==> src/pbcl_pkg.sv <==
/*
  pbcl_pkg: constants and state encoding for the parallel byte
  configuration loader. Assumes a 125 MHz core clock.
*/
package pbcl_pkg;

  // core clock
  localparam int unsigned CLK_PERIOD_NS = 8;

  // power-up reset stretch, in ms, and the derived cycle counts
  localparam int unsigned POR_LONG_MS   = 100;
  localparam int unsigned POR_SHORT_MS  = 12;
  localparam int unsigned POR_LONG_CYC  = POR_LONG_MS * 1000000 / CLK_PERIOD_NS;
  localparam int unsigned POR_SHORT_CYC = POR_SHORT_MS * 1000000 / CLK_PERIOD_NS;

  // byte clock limits: longest period in ns, user clock enable delay
  localparam int unsigned BYTE_CLK_MAX_PERIOD_NS = 10;
  localparam int unsigned USER_CLK_DELAY_NS      = 4 * BYTE_CLK_MAX_PERIOD_NS;
  localparam int unsigned USER_CLK_DELAY_CYC     =
    (USER_CLK_DELAY_NS + CLK_PERIOD_NS - 1) / CLK_PERIOD_NS;

  // internal oscillator initialization, in core cycles
  localparam int unsigned OSC_INIT_US  = 20;
  localparam int unsigned OSC_INIT_CYC = OSC_INIT_US * 1000 / CLK_PERIOD_NS;

  // user clock initialization edges
  localparam int unsigned USER_INIT_EDGES = 299;

  // counter width and reset values
  localparam int unsigned CNT_W           = 24;
  localparam logic [23:0] CNT_RESET       = 24'h000000;
  localparam logic [7:0]  BYTE_RESET      = 8'h00;

  // position of the user-mode flag enable bit in the first frame byte
  localparam int unsigned FLAG_EN_BIT = 0;

  // fifo shape
  localparam int unsigned FIFO_W = 8;
  localparam int unsigned FIFO_D = 16;

  typedef enum logic [4:0] {
    PBCL_POR  = 5'h01,
    PBCL_RST  = 5'h02,
    PBCL_CFG  = 5'h04,
    PBCL_INIT = 5'h08,
    PBCL_USER = 5'h10
  } pbcl_state_t;

endpackage

==> src/pbcl_loader.sv <==
/*
  pbcl_loader: target-side sequencer for the fast parallel byte load.
  Assumes all pins are asynchronous to clock_i; all but the clock select
  and flag enable are synchronised here; open-drain lines resolve outside from the enable outputs.
*/
// Contract
// - capture one byte per byte-clock rise
// - power-up reset 100 ms low, 12 ms high
// - during power-up: held reset, error line low
// - target 12 ms, source 100 ms recommended
// - release open-drain line after power-up delay
// - weak pull-ups on unless select pin high; here only in reset and configuration
// - stages: reset, configuration, initialization in order
// - stay in reset while restart or error low
// - restart rise leaves reset, releases error line
// - release load-complete after all data received
// - load-complete rise ends config, starts initialization
// - oscillator initialization default, user clock optional
// - user clock: delay, then 299 cycles
// - enable delay at least four byte periods
// - user clock ignored during configuration stage
// - user-mode flag: released, low, then released
// - decompression only in the source
`timescale 1ns/1ns
module pbcl_loader #(
  parameter int unsigned POR_LONG_CYCLES  = pbcl_pkg::POR_LONG_CYC,
  parameter int unsigned POR_SHORT_CYCLES = pbcl_pkg::POR_SHORT_CYC,
  parameter int unsigned LOAD_BYTES       = 64
) (
  input  wire logic       clock_i,
  input  wire logic       rst_b_i,
  input  wire logic       powerup_delay_select_i,
  input  wire logic       weak_pullup_select_low_i,
  input  wire logic       restart_request_low_i,
  input  wire logic       error_reset_line_i,
  output logic            error_reset_line_oe_o,
  output logic            error_reset_line_o,
  input  wire logic       load_complete_line_i,
  output logic            load_complete_line_oe_o,
  output logic            load_complete_line_o,
  input  wire logic       cfg_byte_clock_i,
  input  wire logic [7:0] cfg_data_i,
  input  wire logic       user_init_clock_i,
  input  wire logic       user_init_clock_sel_i,
  input  wire logic       user_mode_flag_en_i,
  output logic            user_mode_flag_oe_o,
  output logic            user_mode_flag_o,
  output logic            user_io_hiz_o,
  output logic            weak_pullup_en_o,
  output logic            cfg_byte_valid_o,
  input  wire logic       cfg_byte_ready_i,
  output logic      [7:0] cfg_byte_o,
  output logic            user_mode_o
);
  // local widths keep the casts short
  localparam int unsigned CW    = pbcl_pkg::CNT_W;
  localparam int unsigned PIN_W = 15;
  localparam int unsigned EW    = 9;

  // raw pin bundle and its two-flop synchroniser
  logic [PIN_W-1:0]      pin_raw;
  logic [PIN_W-1:0]      pin_meta_reg;
  logic [PIN_W-1:0]      pin_sync_reg;

  // synchronised views of the pins
  logic                  por_short_s;
  logic                  pullup_off_s;
  logic                  restart_high_s;
  logic                  err_line_s;
  logic                  done_line_s;
  logic                  byte_clk_s;
  logic                  user_clk_s;
  logic [7:0]            data_s;

  // edge detectors on the slow pin clocks and the load-complete line
  logic                  byte_clk_prev_reg;
  logic                  user_clk_prev_reg;
  logic                  done_prev_reg;
  logic                  byte_rise;
  logic                  user_rise;
  logic                  done_rise;

  // sequencer state and counters
  pbcl_pkg::pbcl_state_t state_reg;
  pbcl_pkg::pbcl_state_t state_next;
  logic [CW-1:0]         cnt_reg;
  logic [CW-1:0]         byte_cnt_reg;
  logic [EW-1:0]         user_edges_reg;
  logic                  cnt_run;
  logic [CW-1:0]         por_last;
  logic                  por_done;
  logic                  user_clk_on;
  logic                  init_osc_done;
  logic                  init_user_done;
  logic                  init_done;

  // capture path
  logic                  take_byte;
  logic                  last_byte;
  logic                  fifo_in_ready;
  logic                  fifo_flush;
  logic                  done_rel_reg;
  logic                  lost_byte_reg;
  logic                  flag_arm_reg;

  // every pin but the clock select and flag enable, data bus included, enters here
  assign pin_raw = {cfg_data_i, user_init_clock_i, cfg_byte_clock_i, load_complete_line_i,
                    error_reset_line_i, restart_request_low_i, weak_pullup_select_low_i,
                    powerup_delay_select_i};

  // data and byte clock share the same two stages, so data is
  // already settled when the synchronised clock shows its rise
  genvar gi;
  generate
    for (gi = 0; gi < PIN_W; gi++) begin : g_sync
      always_ff @(posedge clock_i or negedge rst_b_i) begin
        if (!rst_b_i) begin
          pin_meta_reg[gi] <= 1'b0;
          pin_sync_reg[gi] <= 1'b0;
        end else begin
          pin_meta_reg[gi] <= pin_raw[gi];
          pin_sync_reg[gi] <= pin_meta_reg[gi];
        end
      end
    end
  endgenerate

  // named taps of the second stage only
  assign por_short_s    = pin_sync_reg[0];
  assign pullup_off_s   = pin_sync_reg[1];
  assign restart_high_s = pin_sync_reg[2];
  assign err_line_s     = pin_sync_reg[3];
  assign done_line_s    = pin_sync_reg[4];
  assign byte_clk_s     = pin_sync_reg[5];
  assign user_clk_s     = pin_sync_reg[6];
  assign data_s         = pin_sync_reg[14:7];

  // previous values reset to the idle level of each line, so no
  // false edge follows reset
  always_ff @(posedge clock_i or negedge rst_b_i) begin
    if (!rst_b_i) begin
      byte_clk_prev_reg <= 1'b0;
      user_clk_prev_reg <= 1'b0;
      done_prev_reg     <= 1'b0;
    end else begin
      byte_clk_prev_reg <= byte_clk_s;
      user_clk_prev_reg <= user_clk_s;
      done_prev_reg     <= done_line_s;
    end
  end

  // rising edges; the core clock must run well above either pin clock
  assign byte_rise = byte_clk_s & ~byte_clk_prev_reg;
  assign user_rise = user_clk_s & ~user_clk_prev_reg;
  assign done_rise = done_line_s & ~done_prev_reg;

  // power-up stretch: select high picks the short delay
  assign por_last = por_short_s ? CW'(POR_SHORT_CYCLES - 1) : CW'(POR_LONG_CYCLES - 1);
  assign por_done = (cnt_reg >= por_last); // tolerates a late select change

  // initialization ends on the oscillator count or the user clock count
  assign init_osc_done  = (cnt_reg == CW'(pbcl_pkg::OSC_INIT_CYC - 1));
  assign user_clk_on    = (cnt_reg == CW'(pbcl_pkg::USER_CLK_DELAY_CYC));
  assign init_user_done = user_clk_on && (user_edges_reg == EW'(pbcl_pkg::USER_INIT_EDGES));
  assign init_done      = user_init_clock_sel_i ? init_user_done : init_osc_done;

  // state register
  always_ff @(posedge clock_i or negedge rst_b_i) begin
    if (!rst_b_i) begin
      state_reg <= pbcl_pkg::PBCL_POR;
    end else begin
      state_reg <= state_next;
    end
  end

  // stage order: power-up, reset, configuration, initialization, user
  always_comb begin
    state_next = state_reg;
    case (state_reg)
      pbcl_pkg::PBCL_POR: begin
        if (por_done) begin
          state_next = pbcl_pkg::PBCL_RST;
        end
      end
      pbcl_pkg::PBCL_RST: begin
        // restart and the shared error line must both be high
        if (restart_high_s && err_line_s) begin
          state_next = pbcl_pkg::PBCL_CFG;
        end
      end
      pbcl_pkg::PBCL_CFG: begin
        if (!restart_high_s || !err_line_s) begin
          state_next = pbcl_pkg::PBCL_RST;
        end else if (done_rel_reg && done_rise) begin
          state_next = pbcl_pkg::PBCL_INIT;
        end
      end
      pbcl_pkg::PBCL_INIT: begin
        if (!restart_high_s) begin
          state_next = pbcl_pkg::PBCL_RST;
        end else if (init_done) begin
          state_next = pbcl_pkg::PBCL_USER;
        end
      end
      pbcl_pkg::PBCL_USER: begin
        if (!restart_high_s) begin
          state_next = pbcl_pkg::PBCL_RST;
        end
      end
      default: begin
        state_next = pbcl_pkg::PBCL_POR;
      end
    endcase
  end

  // shared counter: power-up stretch, then initialization time;
  // in user clock mode it parks at the enable delay
  assign cnt_run = (state_reg == pbcl_pkg::PBCL_POR) ||
                   ((state_reg == pbcl_pkg::PBCL_INIT) &&
                    !(user_init_clock_sel_i && user_clk_on));

  always_ff @(posedge clock_i or negedge rst_b_i) begin
    if (!rst_b_i) begin
      cnt_reg <= pbcl_pkg::CNT_RESET;
    end else if (state_next != state_reg) begin
      cnt_reg <= pbcl_pkg::CNT_RESET;
    end else if (cnt_run) begin
      cnt_reg <= CW'(cnt_reg + 1'b1);
    end
  end

  // user clock edges count only in initialization after the delay
  always_ff @(posedge clock_i or negedge rst_b_i) begin
    if (!rst_b_i) begin
      user_edges_reg <= '0;
    end else if (state_reg != pbcl_pkg::PBCL_INIT) begin
      user_edges_reg <= '0;
    end else if (user_init_clock_sel_i && user_clk_on && user_rise && !init_user_done) begin
      user_edges_reg <= EW'(user_edges_reg + 1'b1);
    end
  end

  // byte strobe: only in configuration, only until the clean last byte
  assign take_byte = (state_reg == pbcl_pkg::PBCL_CFG) && byte_rise && !done_rel_reg;
  assign last_byte = take_byte && (byte_cnt_reg == CW'(LOAD_BYTES - 1));

  // byte counter
  always_ff @(posedge clock_i or negedge rst_b_i) begin
    if (!rst_b_i) begin
      byte_cnt_reg <= pbcl_pkg::CNT_RESET;
    end else if (state_reg == pbcl_pkg::PBCL_RST) begin
      byte_cnt_reg <= pbcl_pkg::CNT_RESET;
    end else if (take_byte) begin
      byte_cnt_reg <= CW'(byte_cnt_reg + 1'b1);
    end
  end

  // a byte refused by a full fifo is lost; the load then never
  // completes, since error recovery is outside this block
  always_ff @(posedge clock_i or negedge rst_b_i) begin
    if (!rst_b_i) begin
      lost_byte_reg <= 1'b0;
    end else if (state_reg == pbcl_pkg::PBCL_RST) begin
      lost_byte_reg <= 1'b0;
    end else if (take_byte && !fifo_in_ready) begin
      lost_byte_reg <= 1'b1;
    end
  end

  // release of the load-complete line after a clean last byte
  always_ff @(posedge clock_i or negedge rst_b_i) begin
    if (!rst_b_i) begin
      done_rel_reg <= 1'b0;
    end else if (state_reg == pbcl_pkg::PBCL_RST) begin
      done_rel_reg <= 1'b0;
    end else if (last_byte && fifo_in_ready && !lost_byte_reg) begin
      done_rel_reg <= 1'b1;
    end
  end

  // flag enable bit rides in the first byte of the frame
  always_ff @(posedge clock_i or negedge rst_b_i) begin
    if (!rst_b_i) begin
      flag_arm_reg <= 1'b0;
    end else if (state_reg == pbcl_pkg::PBCL_RST) begin
      flag_arm_reg <= 1'b0;
    end else if (take_byte && (byte_cnt_reg == pbcl_pkg::CNT_RESET)) begin
      flag_arm_reg <= data_s[pbcl_pkg::FLAG_EN_BIT] & user_mode_flag_en_i;
    end
  end

  // fifo is emptied in reset so a restart never replays old bytes
  assign fifo_flush = (state_reg == pbcl_pkg::PBCL_RST);

  // bytes pass through unchanged: no decompression here
  pbcl_fifo #(
    .WIDTH (pbcl_pkg::FIFO_W),
    .DEPTH (pbcl_pkg::FIFO_D)
  ) u_fifo (
    .clock_i     (clock_i),
    .rst_b_i     (rst_b_i),
    .flush_i     (fifo_flush),
    .in_valid_i  (take_byte),
    .in_ready_o  (fifo_in_ready),
    .in_data_i   (data_s),
    .out_valid_o (cfg_byte_valid_o),
    .out_ready_i (cfg_byte_ready_i),
    .out_data_o  (cfg_byte_o)
  );

  // error line: pulled in power-up and while restart is requested
  assign error_reset_line_oe_o = (state_reg == pbcl_pkg::PBCL_POR) ||
                                 ((state_reg == pbcl_pkg::PBCL_RST) &&
                                  !restart_high_s);
  assign error_reset_line_o    = 1'b0;

  // load-complete line: low until the clean last byte
  assign load_complete_line_oe_o = (state_reg == pbcl_pkg::PBCL_POR) ||
                                   (state_reg == pbcl_pkg::PBCL_RST) ||
                                   ((state_reg == pbcl_pkg::PBCL_CFG) && !done_rel_reg);
  assign load_complete_line_o    = 1'b0;

  // flag pulled low from the first frame until user mode
  assign user_mode_flag_oe_o = flag_arm_reg &&
                               ((state_reg == pbcl_pkg::PBCL_CFG) ||
                                (state_reg == pbcl_pkg::PBCL_INIT));
  assign user_mode_flag_o    = 1'b0;

  // pins float until user mode; weak pull-ups in reset and configuration only
  assign user_io_hiz_o    = (state_reg != pbcl_pkg::PBCL_USER);
  assign weak_pullup_en_o = !pullup_off_s &&
                            ((state_reg == pbcl_pkg::PBCL_RST) ||
                             (state_reg == pbcl_pkg::PBCL_CFG));
  assign user_mode_o      = (state_reg == pbcl_pkg::PBCL_USER);
endmodule

==> src/pbcl_fifo.sv <==
/*
  pbcl_fifo: synchronous fifo with valid/ready on both sides.
  Assumes one clock and an active-low asynchronous reset.
*/
`timescale 1ns/1ns
module pbcl_fifo #(
  parameter int unsigned WIDTH = 8,
  parameter int unsigned DEPTH = 16
) (
  input  wire logic             clock_i,
  input  wire logic             rst_b_i,
  input  wire logic             flush_i,
  input  wire logic             in_valid_i,
  output logic                  in_ready_o,
  input  wire logic [WIDTH-1:0] in_data_i,
  output logic                  out_valid_o,
  input  wire logic             out_ready_i,
  output logic      [WIDTH-1:0] out_data_o
);
  localparam int unsigned AW = $clog2(DEPTH);

  logic [WIDTH-1:0] mem_reg [DEPTH];
  logic [AW-1:0]    wr_ptr_reg;
  logic [AW-1:0]    rd_ptr_reg;
  logic [AW:0]      count_reg;
  logic             push;
  logic             pop;

  // honest full and empty straight from the count
  assign in_ready_o  = (count_reg != (AW+1)'(DEPTH)); // count is one bit wider than a pointer
  assign out_valid_o = (count_reg != '0);
  assign out_data_o  = mem_reg[rd_ptr_reg];
  assign push        = in_valid_i & in_ready_o;
  assign pop         = out_valid_o & out_ready_i;

  // storage has no reset: contents are only read behind valid
  always_ff @(posedge clock_i) begin
    if (push) begin
      mem_reg[wr_ptr_reg] <= in_data_i;
    end
  end

  // pointers and occupancy
  always_ff @(posedge clock_i or negedge rst_b_i) begin
    if (!rst_b_i) begin
      wr_ptr_reg <= '0;
      rd_ptr_reg <= '0;
      count_reg  <= '0;
    end else if (flush_i) begin
      wr_ptr_reg <= '0;
      rd_ptr_reg <= '0;
      count_reg  <= '0;
    end else begin
      if (push) begin
        wr_ptr_reg <= AW'(wr_ptr_reg + 1'b1);
      end
      if (pop) begin
        rd_ptr_reg <= AW'(rd_ptr_reg + 1'b1);
      end
      count_reg <= (AW+1)'(count_reg + {AW'(0), push} - {AW'(0), pop});
    end
  end
endmodule

==> config.mk <==
export PLATFORM = sky130hd
export DESIGN_NAME = pbcl_loader
export DESIGN_NICKNAME = d
export VERILOG_FILES = /design/src/pbcl_pkg.sv /design/src/pbcl_loader.sv /design/src/pbcl_fifo.sv
export SDC_FILE = /design/constraint.sdc
export NUM_CORES = 1
export LEC_CHECK = 0
export ABC_CLOCK_PERIOD_IN_PS = 5000
export BUFFER_PORTS_ARGS = -buffer_cell sky130_fd_sc_hd__buf_4
export CORE_ASPECT_RATIO = 0.75
export CORE_MARGIN = 10
export CORE_UTILIZATION = 31
export DETAILED_ROUTE_END_ITERATION = 12
export PLACE_DENSITY = 0.49
export SKIP_LAST_GASP = 1
export SLEW_MARGIN = 0
export SYNTH_ARGS = -nofsm -noshare
export SYNTH_HDL_FRONTEND = slang
export SYNTH_HIERARCHICAL = 1
export SYNTH_SLANG_ARGS = --single-unit
==> constraint.sdc <==
create_clock -name clock_i -period 5 [get_ports clock_i]
set_clock_uncertainty 0.1 [all_clocks]
set_input_delay 0.75 -clock clock_i [delete_from_list [all_inputs] [get_ports clock_i]]
set_output_delay 0.75 -clock clock_i [all_outputs]
set_load 0.05 [all_outputs]
==> results.tsv <==
metric	value	unit
status	completed	
Std-Cell Core Area	0.0337	mm²
final WL	24000	µm
Yosys top cell area share	36.2	%
CP endpoint kind	primary output	
RSZ-0062 raised after global routing	no	
GP Congestion	0.799	
Non-Filler Instances	1292	
Post-synth EDFFs	128	
clock sink count	239	
grt total ovfl	0	
FF/Latch Area	0.00662	mm²
CTS Buffer Depth	3	
Fin. Hold Viols	0	
pwr dens	468	mW/mm²
Crit-path slowest cell	dfrtp_1	
antenna cells	0	
# fillers	3282	
placed insts	1244	
largest family of logic cells by synthesized area	simple AND/OR/NAND/NOR gates	
DR pass1 iterations	4	
area share of and/or/nand/nor cells after synthesis	12.8	%
worst path required time	4.15	ns
Critical Path, Cell by Cell	and2_1 > a221oi_1 > a22oi_1 > nand2_1 > buf_4	
Synth Area in Compound Gates	7.10	%
vias per inst	4.93	
Total GRT Usage	11.5	%
Slew Limit Fails	0	
initial core utilization	31.6	%
met2 track demand over resource	16.0	%
Detailed Place HPWL	16000	µm
Post-Synth XOR/XNOR Area	4.53	%
post-synthesis mux area share	6.69	%
Die ar.	0.0422	mm²
Routed Antenna Nets	0	
Site Rows	58	
clk slew on worst S/H paths	0.07	ns
relative slew slack	30.0	%
CTS H-Tree Depth	1	
Avg Inst Size Synth	13.5	µm²
I/O pin count	38	
vias in the first global route	6523	
FFs w/ async S/R, synth	46.4	%
synth warn	6	
reg2reg start	state_reg[4]$_DFF_PN0_	
Max-Cap Viols	0	
vias after detailed routing	6373	
P&R area growth vs syn	14.5	%
Top FF cell, synth	edfxtp_1	
fin nets	869	
worst-path fanout max	20	
cts hold-fix bufs	0	
Final Power	5.70	mW
clock root buffer	clkbuf_16	
final clock period utilization by the worst path	76.3	%
sequential area share after synthesis	62.3	%
critical path type	flip-flop to primary output	
fin crit period	3.81	ns
Least-Margin Pin Slew	1.05	ns
post-layout util	36.1	%
final-report setup violation count	0	
PortBufs	34	
Post-CTS Setup Bufs	0	
adder-cell share of the synthesized area	3.25	%
Worst VDD drop	0.343	mV
crit path DAT	2.96	ns
Die X-Extent	234	µm
global routing usage on met3	2.61	%
max reg flops	128	
later-pin clock latency in the skew report	0.54	ns
cell area after synthesis	0.0106	mm²
routed length per placed instance	18.6	µm
Most Crowded Layer GR	met1	
Leak Pwr	4.71	nW
CTS tree	built	
CTS Buf Count	26	
Setup TNS	0	ns
Worst Setup Start Kind	flip-flop	
first-pass GRT wire length	38400	µm
reg2reg end	u_fifo/count_reg[4]$_DFF_PN0_	
DRC errors left	0	
post-synthesis instance total	788	
flop2flop setup slack	1.68	ns
Area contributors post-synth	edfxtp_1 36%, dfrtp_1 26%, mux4_2 3.4%, mux2i_1 3.3%, ha_1 3.1%	
largest net degree at the start of global routing	43	
area occupied by multi-input gates	0.00368	mm²
fmax	262	MHz
initial antenna violation count	0	
FF-to-FF path depth	13	
#FFs+latches synth	239	
Global Route met1 Usage	17.5	%
post-synth top area cell	edfxtp_1	
chip height	180	µm
Min Hold Slack	0.0990	ns
Synth cell types	69	
DRT iter0 DRCs	385	
post-cts sizing count	0	
Worst Hold Class	input port to asynchronous set/reset pin	
share of cells above drive strength 1	15.8	%
slowest stage delay, CP	0.93	ns
worst max-delay path by stage:
stage                                          start                             to  cells past startpoint
CTS                 u_fifo/rd_ptr_reg[1]$_DFFE_PN0P_                  cfg_byte_o[2]                      5
global route        u_fifo/rd_ptr_reg[1]$_DFFE_PN0P_                  cfg_byte_o[7]                      5
detailed placement            state_reg[4]$_DFF_PN0_  u_fifo/count_reg[4]$_DFF_PN0_                     13
finish              u_fifo/rd_ptr_reg[1]$_DFFE_PN0P_                  cfg_byte_o[1]                      5
floorplan                     state_reg[4]$_DFF_PN0_            user_mode_flag_oe_o                      4
global placement    u_fifo/rd_ptr_reg[1]$_DFFE_PN0P_                  cfg_byte_o[1]                      5
cell families after synthesis:
family	after synthesis
and+or+nand+nor	255
DFF	239
AOI/OAI and AO/OA	97
buffers and inverters	63
xor gates and xnor gates	55
muxes	51
adders and majority gates	27
other	1
critical path: cells and delay by family (launching register included):
family,cells,cell delay (ns)
AOI/OAI and AO/OA,2,0.42
buffers and inverters,1,0.20
DFF,1,0.93
and+or+nand+nor,2,0.87
metrics by stage:
step,cell area (µm²),worst slack [ns]
2_1_floorplan,10600,1.98
3_3_place_gp,11300,1.72
3_5_place_dp,11300,1.70
4_1_cts,12200,1.14
5_1_grt,12200,0.933
6_report,12200,1.19
synth_stat cells (3+ instances only):
master,instances
o21ai_0,18
a221oi_1,7
xnor2_1,32
and3_1,15
nand4_1,12
nor2_1,81
a221oi_2,9
inv_1,25
a41oi_1,3
buf_2,6
dfrtp_1,110
a21oi_1,21
buf_6,11
or4_1,3
nand3_1,31
nor2b_1,6
nand2b_1,6
edfxtp_1,128
nor4_1,8
and4_1,8
or3_1,8
buf_4,6
ha_1,26
nand2_1,40
mux2i_1,35
xor2_1,23
nor3_1,8
a2111oi_0,3
mux4_2,16
clkbuf_1,11
and2_1,8
a211oi_1,7
a22oi_1,9
final cells by class:
cell class              count  share of cell area (%)
flip-flops and latches    239                    54.4
clock inverters            15                    1.30
repair buffers             40                    2.57
clock buffers              33                    5.99
multi-input cells         488                    30.2
inverters                  27                   0.833
well taps                 450                    4.63
cell usage in the layout (no fill, tap or decap), types with 21 or more instances in the layout:
| master | synthesis | routed |
|---|---|---|
| buf_4 | 6 | 39 |
| nand3_1 | 31 | 31 |
| nand2_1 | 40 | 40 |
| xnor2_1 | 32 | 32 |
| xor2_1 | 23 | 23 |
| ha_1 | 26 | 26 |
| clkbuf_16 | 0 | 27 |
| edfxtp_1 | 128 | 128 |
| dfrtp_1 | 110 | 109 |
| inv_1 | 25 | 25 |
| nor2_1 | 81 | 81 |
| mux2i_1 | 35 | 35 |
| a21oi_1 | 21 | 21 |
power breakdown:
part / internal, mW / switching [mW] / total [mW] / leakage, nW
clock network: 1.14 / 0.801 / 1.94 / 0.426
registers: 2.16 / 0.208 / 2.37 / 2.59
logic: 0.569 / 0.813 / 1.38 / 1.70
total: 3.88 / 1.82 / 5.70 / 4.71
per-layer routing:
layer  routed length, µm  vias up
met5                   0        -
met4                 483        0
met3                1150       41
met2               10000      116
met1               12300     3232
li1                    -     2984
Note: power is estimated with default switching activity, not from simulation.
